[src/common/kmd_map.vh]
/*
 * Constants for the keyboard matrix command decoder: scan timing, strobe
 * pulse timing, debounce depths, display mode codes and command codes.
 * Assumes a 100 MHz clock and line and field pulses from the display timing.
 */
`ifndef KMD_MAP_VH
`define KMD_MAP_VH

// -----------------------------------------------------------------------
// Clock and strobe timing
// -----------------------------------------------------------------------
`define KMD_CLK_NS        10
`define KMD_PULSE_NS      12
`define KMD_DEAD_NS       6
// Least times round up to whole cycles
`define KMD_PULSE_CYC     ((`KMD_PULSE_NS + `KMD_CLK_NS - 1) / `KMD_CLK_NS)
`define KMD_DEAD_CYC      ((`KMD_DEAD_NS + `KMD_CLK_NS - 1) / `KMD_CLK_NS)
`define KMD_FIELD_MS      20
`define KMD_SCAN_LINE     9'h00a
`define KMD_STRB_GAP      8
`define KMD_SCAN_LEN      6'h20

// -----------------------------------------------------------------------
// Debounce depths in fields
// -----------------------------------------------------------------------
`define KMD_KEY_FIELDS    2'h2
`define KMD_REVEAL_FIELDS 2'h3

// -----------------------------------------------------------------------
// Display modes and command codes {column, row}
// -----------------------------------------------------------------------
`define KMD_MODE_PICT     2'h0
`define KMD_MODE_MIX      2'h1
`define KMD_MODE_TEXT     2'h2
`define KMD_MODE_RESET    2'h0
`define KMD_CMD_PAGE      4'ha
`define KMD_CMD_TIME      4'hb
`define KMD_CMD_TEXT      4'hc
`define KMD_CMD_MIX       4'hd
`define KMD_CMD_PICT      4'he
`define KMD_CMD_UPDATE    4'hf

`endif

[src/verilog/kmd_top.v]
/*
 * Keyboard matrix command decoder with display mode and video gating.
 * Assumes line_sync_in and field_sync_in are one-cycle pulses synchronous
 * to clk_in, that the strobe and return wires carry external pull-ups,
 * and that pixel and box qualifiers come from the character generator.
 */
`include "kmd_map.vh"
`default_nettype none

module kmd_top (
    // Clock, reset, enable
    input  wire       clk_in,
    input  wire       arst_n_in,
    input  wire       ce_in,
    // Display timing
    input  wire       field_sync_in,
    input  wire       line_sync_in,
    // Keyboard strobe pins (open drain) and return lines
    input  wire [3:0] strobe_in,
    output reg  [3:0] strobe_out,
    output reg  [3:0] strobe_oe_out,
    input  wire [3:0] return_in,
    // Character generator
    input  wire       active_in,
    input  wire       pix_fg_in,
    input  wire [2:0] pix_rgb_in,
    input  wire       boxed_page_in,
    input  wire       box_area_in,
    // Commands
    output reg        cmd_valid_out,
    output reg  [3:0] cmd_code_out,
    output reg        reveal_out,
    output reg  [1:0] mode_out,
    // Video
    output reg        blank_out,
    output reg  [2:0] rgb_out,
    output reg        mono_out
);

    // -------------------------------------------------------------------
    // Constants sized for the counters they meet
    // -------------------------------------------------------------------
    localparam [5:0] GAP   = `KMD_STRB_GAP;
    localparam [5:0] PW    = `KMD_PULSE_CYC;
    localparam [5:0] DEAD  = `KMD_DEAD_CYC;

    // Strobe k is pulled low in its own slot of the scan line
    function strobe_on;
        input [5:0] tick;
        input [1:0] k;
        reg   [5:0] base;
        begin
            base      = {1'b0, k, 3'h0};
            strobe_on = (tick >= base) && (tick < base + PW);
        end
    endfunction

    // -------------------------------------------------------------------
    // Line counting and scan window
    // -------------------------------------------------------------------
    reg  [8:0] line_q;
    reg        scan_q;
    reg  [5:0] tick_q;

    // Scan runs once per field on one line only
    always @(posedge clk_in or negedge arst_n_in) begin
        if (!arst_n_in) begin
            line_q <= 9'h000;
            scan_q <= 1'b0;
            tick_q <= 6'h00;
        end else if (ce_in) begin
            if (field_sync_in) begin
                line_q <= 9'h000;
            end else if (line_sync_in) begin
                line_q <= line_q + 9'h001;
            end
            if (line_sync_in && !field_sync_in && line_q == `KMD_SCAN_LINE) begin
                scan_q <= 1'b1;
                tick_q <= 6'h00;
            end else if (scan_q) begin
                tick_q <= tick_q + 6'h01;
                if (tick_q == `KMD_SCAN_LEN - 6'h01) begin
                    scan_q <= 1'b0;
                end
            end
        end
    end

    // -------------------------------------------------------------------
    // Strobe drive: low only while pulsing, released otherwise
    // -------------------------------------------------------------------
    integer s;
    always @(posedge clk_in or negedge arst_n_in) begin
        if (!arst_n_in) begin
            strobe_out    <= 4'hf;
            strobe_oe_out <= 4'h0;
        end else if (ce_in) begin
            for (s = 0; s < 4; s = s + 1) begin
                // Pull-ups hold the pin high when oe is low
                strobe_oe_out[s] <= scan_q && strobe_on(tick_q, s[1:0]);
            end
            // Drive value is low after reset (reset loads 4'hf); only the enable moves the pin
            strobe_out <= 4'h0;
        end
    end

    // -------------------------------------------------------------------
    // Return sampling during the field's scan
    // -------------------------------------------------------------------
    reg  [3:0] hit_code_q;
    reg  [2:0] hit_cnt_q;
    reg        strb1_low_q;
    reg  [1:0] col;
    reg  [5:0] samp;
    reg        in_samp;
    integer r;

    // Registered strobe oe is one cycle behind tick, so pulse k is on the
    // pin for ticks k*GAP+1 .. k*GAP+PW; the sample skips the dead part
    always @* begin
        col     = tick_q[4:3];
        samp    = {1'b0, col, 3'h0} + 6'h01 + DEAD;
        in_samp = scan_q && tick_q == samp && tick_q < GAP * 6'h04;
    end

    always @(posedge clk_in or negedge arst_n_in) begin
        if (!arst_n_in) begin
            hit_code_q  <= 4'h0;
            hit_cnt_q   <= 3'h0;
            strb1_low_q <= 1'b0;
        end else if (ce_in) begin
            if (field_sync_in) begin
                hit_cnt_q   <= 3'h0;
                strb1_low_q <= 1'b0;
            end else if (in_samp) begin
                for (r = 0; r < 4; r = r + 1) begin
                    if (!return_in[r]) begin
                        hit_code_q <= {col, r[1:0]};
                    end
                end
                hit_cnt_q <= hit_cnt_q + {2'h0, ~return_in[0]}
                           + {2'h0, ~return_in[1]}
                           + {2'h0, ~return_in[2]}
                           + {2'h0, ~return_in[3]};
                // Strobe 0 low while column 1 pulses is a hold
                if (col == 2'h1 && !strobe_in[0]) begin
                    strb1_low_q <= 1'b1;
                end
            end
        end
    end

    // -------------------------------------------------------------------
    // Field-rate debounce of keys and of the reveal hold
    // -------------------------------------------------------------------
    reg  [3:0] last_code_q;
    reg  [1:0] same_q;
    reg        fired_q;
    reg  [1:0] rev_cnt_q;
    reg        rev_fired_q;
    reg  [1:0] mode_next_q;
    reg        one_hit;

    always @* begin
        // Two keys at once are ambiguous and count as none
        one_hit = (hit_cnt_q == 3'h1);
    end

    always @(posedge clk_in or negedge arst_n_in) begin
        if (!arst_n_in) begin
            last_code_q   <= 4'h0;
            same_q        <= 2'h0;
            fired_q       <= 1'b0;
            rev_cnt_q     <= 2'h0;
            rev_fired_q   <= 1'b0;
            cmd_valid_out <= 1'b0;
            cmd_code_out  <= 4'h0;
            reveal_out    <= 1'b0;
            mode_next_q   <= `KMD_MODE_RESET;
            mode_out      <= `KMD_MODE_RESET;
        end else if (ce_in) begin
            cmd_valid_out <= 1'b0;
            if (field_sync_in) begin
                mode_out <= mode_next_q;
                if (!one_hit) begin
                    same_q  <= 2'h0;
                    fired_q <= 1'b0;
                end else if (hit_code_q != last_code_q || same_q == 2'h0) begin
                    last_code_q <= hit_code_q;
                    same_q      <= 2'h1;
                    fired_q     <= 1'b0;
                end else begin
                    if (same_q != 2'h3) begin
                        same_q <= same_q + 2'h1;
                    end
                    // Fire once per press after the second matching field
                    if (!fired_q && same_q + 2'h1 >= `KMD_KEY_FIELDS) begin
                        fired_q       <= 1'b1;
                        cmd_valid_out <= 1'b1;
                        cmd_code_out  <= hit_code_q;
                        if (hit_code_q == `KMD_CMD_TEXT) begin
                            mode_next_q <= `KMD_MODE_TEXT;
                        end else if (hit_code_q == `KMD_CMD_MIX) begin
                            mode_next_q <= `KMD_MODE_MIX;
                        end else if (hit_code_q == `KMD_CMD_PICT) begin
                            mode_next_q <= `KMD_MODE_PICT;
                        end
                    end
                end
                // Reveal toggles once per sustained hold
                if (!strb1_low_q) begin
                    rev_cnt_q   <= 2'h0;
                    rev_fired_q <= 1'b0;
                end else begin
                    if (rev_cnt_q != 2'h3) begin
                        rev_cnt_q <= rev_cnt_q + 2'h1;
                    end
                    if (!rev_fired_q && rev_cnt_q + 2'h1 == `KMD_REVEAL_FIELDS) begin
                        rev_fired_q <= 1'b1;
                        reveal_out  <= ~reveal_out;
                    end
                end
            end
        end
    end

    // -------------------------------------------------------------------
    // Video gating by mode
    // -------------------------------------------------------------------
    reg       blank_d;
    reg [2:0] rgb_d;
    reg       mono_d;

    always @* begin
        blank_d = 1'b0;
        rgb_d   = 3'h0;
        mono_d  = active_in && pix_fg_in;
        if (mode_out == `KMD_MODE_TEXT) begin
            if (boxed_page_in) begin
                // Picture stays visible; only the box area is blanked
                blank_d = box_area_in;
                rgb_d   = box_area_in ? pix_rgb_in : 3'h0;
                mono_d  = mono_d && box_area_in;
            end else begin
                blank_d = active_in;
                rgb_d   = active_in ? pix_rgb_in : 3'h0;
            end
        end else if (mode_out == `KMD_MODE_MIX) begin
            // Colour is dropped so text stays legible on any picture
            rgb_d = {3{active_in && pix_fg_in}};
        end else begin
            mono_d = 1'b0;
        end
    end

    always @(posedge clk_in or negedge arst_n_in) begin
        if (!arst_n_in) begin
            blank_out <= 1'b0;
            rgb_out   <= 3'h0;
            mono_out  <= 1'b0;
        end else if (ce_in) begin
            blank_out <= blank_d;
            rgb_out   <= rgb_d;
            mono_out  <= mono_d;
        end
    end

endmodule // kmd_top

`default_nettype wire

[config.mk]
export PLATFORM = sky130hd
export DESIGN_NAME = kmd_top
export DESIGN_NICKNAME = d
export VERILOG_FILES = /design/src/verilog/kmd_top.v
export VERILOG_INCLUDE_DIRS = /design/src /design/src/common
export SDC_FILE = /design/constraint.sdc
export NUM_CORES = 1
export LEC_CHECK = 0
export BUFFER_PORTS_ARGS = -buffer_cell sky130_fd_sc_hd__buf_2
export CAP_MARGIN = 40
export CORE_MARGIN = 2
export CORE_UTILIZATION = 55
export CTS_CLUSTER_DIAMETER = 80
export DETAILED_ROUTE_END_ITERATION = 10
export GPL_ROUTABILITY_DRIVEN = 0
export PLACE_DENSITY_LB_ADDON = 0.2
export SLEW_MARGIN = 20
export SYNTH_ARGS = -nofsm -noshare
export SYNTH_HDL_FRONTEND = slang
export SYNTH_SLANG_ARGS = --single-unit
export TNS_END_PERCENT = 10
[constraint.sdc]
create_clock -name clk_in -period 3.3 [get_ports clk_in]
set_clock_uncertainty 0.15 [all_clocks]
set_input_delay 0.165 -clock clk_in [delete_from_list [all_inputs] [get_ports clk_in]]
set_output_delay 0.165 -clock clk_in [all_outputs]
set_load 0.05 [all_outputs]
### After elaboration in Yosys (flattened, before gate mapping)

Index checks and enable logic that the tools add are counted.

| operators by class | value |
|---|---|
| $add $sub $neg | 10 |
| multipliers | 0 |
| div/mod/pow operators | 0 |
| magnitude comparators | 10 |
| equality and inequality tests | 19 |
| shift operators | 0 |
| multiplexer cells | 43 |
| bitwise operators | 7 |
| reductions and logical operators | 42 |

Operator list:

| operator | number |
|---|---|
| $mux 3 | 7 |
| $mux 1 | 20 |
| $mux 9 | 2 |
| $logic_and 1x1->1 | 17 |
| $mux 2 | 8 |
| $mux 4 | 4 |
| $reduce_and 3->1 | 5 |
| $add 3x1->3 | 4 |
| $add 6x1->6 const B | 2 |
| $eq 4x4->1 const B | 3 |
| $ge 6x5->1 const B | 2 |
| $lt 6x5->1 const B | 2 |
| $mux 6 | 2 |
| $reduce_and 4->1 | 3 |
| $add 9x1->9 const B | 1 |
| $eq 9x4->1 const B | 1 |
| $reduce_and 2->1 | 4 |
| $reduce_bool 2->1 | 4 |
| $not 1->1 | 7 |
| $add 5x1->6 const B | 1 |
| $eq 6x5->1 const B | 1 |
| $eq 6x6->1 | 1 |
| $ge 6x1->1 const B | 1 |
| $ge 6x4->1 const B | 1 |
| other kinds (19) | 28 |

| word-level totals | value |
|---|---|
| register bits after elaboration | 57 |
| bits in latches | 0 |
| memory bits (writable) | 0 |
| memory bits (read-only) | 0 |
| bits of input ports | 20 |
| output and inout bits | 21 |
| word-level logic and storage cells | 152 |
| memories kept | 0 |

### Logic depth before layout (Yosys ltp)

Gate-level depths: netlist (run 1).

| depth | value |
|---|---|
| word-level depth | 7 |
| depth in mapped cells | 8 |
| depth with buffers taken out | 8 |

### Worst setup path before layout (run 1)

OpenSTA, ideal clock, no wires.

| timing path | value |
|---|---|
| path kind | register -> register |
| start point | register hit_cnt_q[0] |
| end point | register hit_cnt_q[2] |
| arrival time | 1,954 ps |
| required time | 3,019 ps |
| path slack | 1,065 ps |
| cell stages (with the launch flop) | 9 |
| path buffers | 0 |
| cell sequence | dfrtp_1 inv_1 fa_1 inv_1 fa_1 fa_1 nand4_1 xor2_1 nor2_1 |

| on the way | value |
|---|---|
| word-level cells in the longest chain between the ends | 6 |

RTL lines:

| item | line | source |
|---|---|---|
| start, declared | kmd_top.v:111 | `reg [2:0] hit_cnt_q;` |
| start signal, assigned | kmd_top.v:141 | `hit_cnt_q <= hit_cnt_q + {2'h0, ~return_in[0]}` |
| $add 3x1->3 | kmd_top.v:141 |  |
| $add 3x1->3 | kmd_top.v:142 | `+ {2'h0, ~return_in[1]}` |
| $add 3x1->3 | kmd_top.v:143 | `+ {2'h0, ~return_in[2]}` |
| $add 3x1->3 | kmd_top.v:144 | `+ {2'h0, ~return_in[3]};` |
| $mux 3 | kmd_top.v:135 | `end else if (in_samp) begin` |
| $mux 3 | kmd_top.v:132 | `if (field_sync_in) begin` |

No other way between the ends. The select of a mux whose other input is x is not followed.
A chain may end at the register's enable or synchronous reset.

### Final worst setup path (run 1)

Ends and elaborated chain as after synthesis.

==> run summary, run 1 <==
CTS Hold Bufs: 7
Comb pwr share: 10.0%
Routed Antenna Nets: 0
RR Startpoint: hit_cnt_q[0]$_DFFE_PN0P_
Rows: 25
Die X: 74.5 um
Leak: 0.00149 uW
DIE HEIGHT: 74.5 um
Top post-synthesis cells by area: dfrtp_1 49%, nor2_1 3.7%, ha_1 3.7%, nand2_1 3.3%, inv_1 2.9%
Largest net degree at the start of global routing: 31
Mapped Cells: 268
Routed wire per std cell: 14.2 um
Share of layout cells above drive strength 1: 19.7%
Sequential fraction of the synthesis area: 49.5%
Max-Cap Viols: 0
Initial Util: 57.4%
Req. time, crit path: 3350 ps
Clk pwr share: 33.4%
RSZ-0062 raised after global routing: no
Root buf cell: clkbuf_8
Grt total ovfl: 0
Drt pass-1 iters: 4
Post-synthesis cell type count: 50
Hold slack: 11.5 ps
Part of the cycle the worst path needs: 71.0%
Reg power frac: 56.6%
CP endpoint kind: register
Vias/cell: 5.30
Clk sink count: 54
Residual DRC count: 0
Hold Crit Class: in2reg
PortBufs: 37
Setup CP Type: reg2reg
Post-CTS Setup Inserts: 0
Final Max Slew Viols: 0
NetSw: 315 uW
Worst hold start: strobe_in[0]
CTS Buffer Depth: 2
F_max: 427 MHz
Maximum level of the CTS H-tree: 2
Post-synth EDFFs: 0
Startpoint types: register
Die ar.: 5550 um2
Post-cts resize count: 0
Arrival time at the worst endpoint: 2400 ps
Final setup fails: 0
Sum of negative setup slack: 0 ps
Flops & latches, synth: 54
Top cell type's share of synthesized area: 48.6%
Layout area overhead: 14.2%
CTS tree: yes
Hold Vio Cnt, Final: 0
Diodes inserted: 0
Mean Syn Cell Area: 10.2 um2
FFs w/ async S/R, synth: 100%
Worst Tran Pin Value: 731 ps
Total CTS buffers: 5
Synth warn: 0
Minimum clock period: 2340 ps
Outcome: complete, no violations
Sw Ratio: 25.8%
Max-Slew Margin vs Limit: 50.8%
Core Area: 4750 um2
Filler Cell Count: 399
Maximum vdd ir drop: 226 uV
Total GRT Usage: 21.0%
Final core occ: 65.6%
Clock-pin transition on the worst setup and hold timing paths: 90 ps
Antenna violations before repair: 0
I/O pin count: 41
Post-DP HPWL: 3750 um
Fin nets: 339
Mapped Area: 2730 um2
Area leader, netlist: dfrtp_1
Vias in the first global route: 1,879
Start point of the critical path: hit_cnt_q[0]$_DFFE_PN0P_
First-pass GRT wire length: 8800 um
Critical path peak fanout: 3
Synthesized net count: 299
Total number of vias: 1,993
Post-Route WL: 5320 um
Int Pwr: 910 uW
Top_reg_cell synth: dfrtp_1
Initial drt markers: 93
Clk_lat worst skew: 310 ps
Pwr/cell area: 393 nW/um2
[cells by family after synthesis]
kind of cell	synth area share, %
XOR/XNOR	4.49
buffers and inverters	5.54
flip-flops	49.5
adder cells (fa/ha/maj)	5.86
multiplexers	5.45
AND/OR/NAND/NOR	16.6
AO/OA/AOI/OAI	12.5
[metal layers]
metal / wire length, um / track usage (%)
met1: 2590 / 29.1
met2: 2480 / 32.5
met3: 171 / 4.88
met4: 77 / 7.54
met5: 0 / 0
[cells in the mapped netlist (all sizes together), types with 2 or more instances]
master and count:
a21oi 13, a22o 2, a32o 2, and2 3, and3 2, buf 9
clkbuf 4, dfrtp 53, fa 3, ha 8, inv 21, mux2 11
nand2 24, nand2b 2, nand3 8, nand4 3, nor2 27, nor2b 3
nor3 6, nor4 5, o211ai 2, o21a 2, o21ai 11, o22ai 3
o2bb2ai 4, o31ai 2, o41ai 3, or3 4, xnor2 8, xor2 6
[path summary, 6_finish.rpt]
check                      slack, ps                       end  cells past startpoint
max                              960  hit_cnt_q[2]$_DFFE_PN0P_                      8
min                               10   strb1_low_q$_DFFE_PN0P_                      3
max reg2reg                      960  hit_cnt_q[2]$_DFFE_PN0P_                      8
min reg2reg                      320    reveal_out$_DFFE_PN0P_                      1
max in group asynchronous       1960     tick_q[2]$_DFFE_PN0P_                      3
min in group asynchronous        260      mono_out$_DFFE_PN0P_                      2
[power groups by stage]
stage          Combinational, uW  Clock, uW  Sequential, uW
5_1_grt                      138        449             697
6_report                     123        409             694
3_3_place_gp                 115          0             706
4_1_cts                      123        423             694
2_1_floorplan               49.5          0             726
3_5_place_dp                 117          0             706
[registers in the layout (all words and copies together), names as in the netlist]
signal and flops:
blank_out 1, cmd_code_out 4, cmd_valid_out 1, fired_q 1, hit_cnt_q 3, hit_code_q 4, last_code_q 4, line_q 9
mode_next_q 2, mode_out 2, mono_out 1, rev_cnt_q 2, rev_fired_q 1, reveal_out 1, rgb_out 3, same_q 2
scan_q 1, strb1_low_q 1, strobe_oe_out 4, strobe_out 1, tick_q 6
[per-stage QoR]
stage	total power, uW	cell area [um2]	std cells	setup WS, ps
after floorplan	776	2730	268	1070
after global placement	821	2940	361	1000
after detailed placement	824	2940	361	951
after CTS	1240	3120	376	949
after global routing	1280	3120	376	851
final	1230	3120	376	957
[placed cells by master, fill, tap and decap left out, types with 4 or more instances in the layout]
cell            n
dfrtp_1        53
buf_2          37
nor2_1         27
nand2_1        24
inv_1          21
a21oi_1        13
o21ai_0        11
xnor2_1         8
ha_1            8
mux2_2          7
nand3_1         7
clkbuf_8        7
dlygate4sd3_1   7
nor3_1          6
xor2_1          6
nor4_1          5
or3_1           4
o2bb2ai_1       4
mux2_4          4
[layout make-up]
cell class	instances	area, um2	area share, %
clock buffer	7	96.3	3.09
clock inverter	1	8.76	0.281
inverter	21	78.8	2.53
multi-input combinational	180	1230	39.4
sequential	54	1350	43.4
tap	67	83.8	2.69
timing repair buffer	46	270	8.67
[worst max-delay path, cell delays in order, from the launching register on]
cell     delay (ps)
dfrtp_1         380
inv_1            60
fa_1            490
inv_1            50
fa_1            410
fa_1            380
nand4_1         110
xor2_1          150
nor2_1           50
Note: power is estimated with default switching activity, not from simulation.
==> run 2: changes to the inputs <==
==> constraint.sdc (replaced) <==
create_clock -name clk_in -period 2.3 [get_ports clk_in]
set_clock_uncertainty 0.15 [all_clocks]
set_input_delay 0.115 -clock clk_in [delete_from_list [all_inputs] [get_ports clk_in]]
set_output_delay 0.115 -clock clk_in [all_outputs]
set_load 0.05 [all_outputs]
==> run 2 against run 1 <==
Net effect: wire length up 4.1%; clock power up 91%; maximum frequency up 3.8%; global-route usage up 1.5 points; cell count up 2.1%; non-clock buffer count up 8; via count up 3.6%; combinational power up 51%; sequential power up 44%; power up 60%; worst setup slack worse by 910 ps; sequential share of layout area down 1.7 points; critical path type unchanged; highest routed layer unchanged.
==> run summary, run 2 (synthesis results as in run 1) <==
Layout area overhead: 18.8%
Post-Route WL: 5540 um (+4.1%)
Final Max Slew Viols: 0 (unchanged)
Core Area: 4750 um2 (unchanged)
Final core occ: 68.3% (+2.7 points)
Hold Vio Cnt, Final: 0 (unchanged)
Outcome: complete, no violations
Drt pass-1 iters: 4 (unchanged)
Leak: 0.00155 uW (+4.0%)
Startpoint types: register
Maximum vdd ir drop: 302 uV (+34%)
Worst hold start: line_sync_in
RR Endpoint: hit_cnt_q[2]$_DFFE_PN0P_
Residual DRC count: 0 (unchanged)
Reg2Reg Setup Slack: 40 ps (-910 ps)
Share of layout cells above drive strength 1: 21.5% (+1.7 points)
RSZ-0062 raised after global routing: yes
Final instance area: 3250 um2 (+4.1%)
Vias in the first global route: 2,029 (+8.0%)
Max FFs per register: 9 (unchanged)
Hold Crit Class: in2reg
CP endpoint kind: register
I/O pin count: 41 (unchanged)
Most frequent cells in the layout: 53 x dfrtp_1, 36 x buf_2, 27 x nor2_1
Pwr/cell area: 605 nW/um2 (+54%)
Req. time, crit path: 2360 ps (-990 ps)
Worst Tran Pin Value: 619 ps (-112 ps)
Final setup fails: 0 (unchanged)
Critical path peak fanout: 2 (-1)
Biggest regs: line_q: 9 flops, tick_q: 6 flops
Hold Path Depth: 3 (unchanged)
Clk_lat worst skew: 320 ps (about the same)
Post-DP HPWL: 3840 um (+2.2%)
Int Pwr: 1500 uW (+65%)
Total number of vias: 2,064 (+3.6%)
Largest net degree at the start of global routing: 29 (-6.5%)
Clk sink count: 54 (unchanged)
Root buf cell: clkbuf_8
Initial drt markers: 142 (+53%)
Die ar.: 5550 um2 (unchanged)
Routed Antenna Nets: 0 (unchanged)
Initial Util: 57.4% (unchanged)
Most common cell after layout, fill and taps aside: dfrtp_1
First-pass GRT wire length: 9470 um (+7.5%)
Worst reg-to-reg path cell count: 8 (unchanged)
Total GRT Usage: 22.5% (+1.5 points)
Hold worst-path end: scan_q$_DFFE_PN0P_
CTS tree: yes
F_max: 443 MHz (+3.8%)
Routed wire per std cell: 14.4 um (+1.9%)
Setup CP Type: reg2reg
Filler Cell Count: 382 (-4.3%)
Antenna violations before repair: 0 (unchanged)
CTS Buffer Depth: 2 (unchanged)
Clk pwr share: 39.8% (+6.4 points)
Fin nets: 347 (+2.4%)
Part of the cycle the worst path needs: 98.1% (+27 points)
Maximum level of the CTS H-tree: 2 (unchanged)
Post-CTS Setup Inserts: 0 (unchanged)
Largest Register: line_q
Grt total ovfl: 0 (unchanged)
Sw Ratio: 23.6% (-2.2 points)
Area after DPL: 2990 um2 (+1.7%)
Die X: 74.5 um (unchanged)
DIE HEIGHT: 74.5 um (unchanged)
NetSw: 463 uW (+47%)
Comb pwr share: 9.5% (-0.5 points)
PortBufs: 37 (unchanged)
Reg power frac: 50.7% (-5.9 points)
Clock-pin transition on the worst setup and hold timing paths: 100 ps (about the same)
Vias/cell: 5.38 (+1.4%)
Max-Cap Viols: 0 (unchanged)
Diodes inserted: 0 (unchanged)
Minimum clock period: 2260 ps (-86.3 ps)
Max-Slew Margin vs Limit: 58.7% (+7.9 points)
RR Startpoint: hit_cnt_q[0]$_DFFE_PN0P_
Total CTS buffers: 5 (unchanged)
Total power: 1960 uW (+60%)
Arrival time at the worst endpoint: 2320 ps (-80 ps)
Rows: 25 (unchanged)
-- run 2: cell count changes in the layout (fill, tap and decap cells not counted) --
cell and delta:
buf_12 +1, bufinv_16 +2, fa_2 +2, fa_1 -2
inv_1 -1, dlygate4sd3_1 +4, buf_2 -1, clkbuf_8 -1
clkinv_4 -1, buf_4 +4, inv_2 +1
-- run 2: critical path: stages (launching register included) --
cell and delay [ps]:
dfrtp_1 370, inv_2 40, fa_1 490, inv_1 50, fa_2 340, fa_2 360, nand4_1 100, xor2_1 180
nor2_1 60
-- run 2: repair_timing --
item	CTS	global route
hold buffers	11	0
resized for setup	2	1
endpoints found under the setup margin	1	1
pin swaps	1	3
hold endpoints to repair	39	0
-- run 2: cell type report --
cell class,instances,area [um2],area share [%]
well taps,67,83.8,2.58
inverters,21,78.8,2.43
flip-flops and latches,54,1350,41.7
clock inverters,2,60.1,1.85
repair buffers,54,355,10.9
multi-input cells,180,1230,38.0
clock buffers,6,82.6,2.54
-- run 2: routing by layer --
metal / GRT usage, % / vias to the layer above / wire length [um]
met3: 4.74 / 11 / 187
li1: - / 1018 / -
met5: 0 / - / 0
met1: 31.1 / 1000 / 2600
met2: 34.7 / 35 / 2640
met4: 9.33 / 0 / 110
-- run 2: power by group through the flow --
stage	Clock [uW]	Sequential [uW]	Combinational (uW)
final	783	996	186
after floorplan	0	1040	71.1
after global placement	0	1010	170
after CTS	792	996	188
after global routing	827	999	211
after detailed placement	0	1010	173
-- run 2: worst max path at each step --
stage	start	cells past startpoint	slack, ps	end
floorplan	hit_cnt_q[0]$_DFFE_PN0P_	8	70	hit_cnt_q[2]$_DFFE_PN0P_
global placement	hit_cnt_q[0]$_DFFE_PN0P_	8	40	hit_cnt_q[2]$_DFFE_PN0P_
detailed placement	hit_cnt_q[0]$_DFFE_PN0P_	8	-30	hit_cnt_q[2]$_DFFE_PN0P_
CTS	return_in[2]	9	10	hit_cnt_q[2]$_DFFE_PN0P_
global route	hit_cnt_q[0]$_DFFE_PN0P_	8	-80	hit_cnt_q[2]$_DFFE_PN0P_
finish	hit_cnt_q[0]$_DFFE_PN0P_	8	40	hit_cnt_q[2]$_DFFE_PN0P_
-- run 2: metrics by stage --
| stage | setup WS [ps] | instances | setup TNS (ps) | hold WS, ps |
|---|---|---|---|---|
| after global placement | 35.7 | 366 | 0 | 16.0 |
| after floorplan | 65.1 | 268 | 0 | -331 |
| final | 43.0 | 384 | 0 | 49.5 |
| after global routing | -76.9 | 384 | -76.9 | 77.5 |
| after detailed placement | -32.8 | 366 | -32.8 | 14.1 |
| after CTS | 13.7 | 385 | 0 | 47.8 |
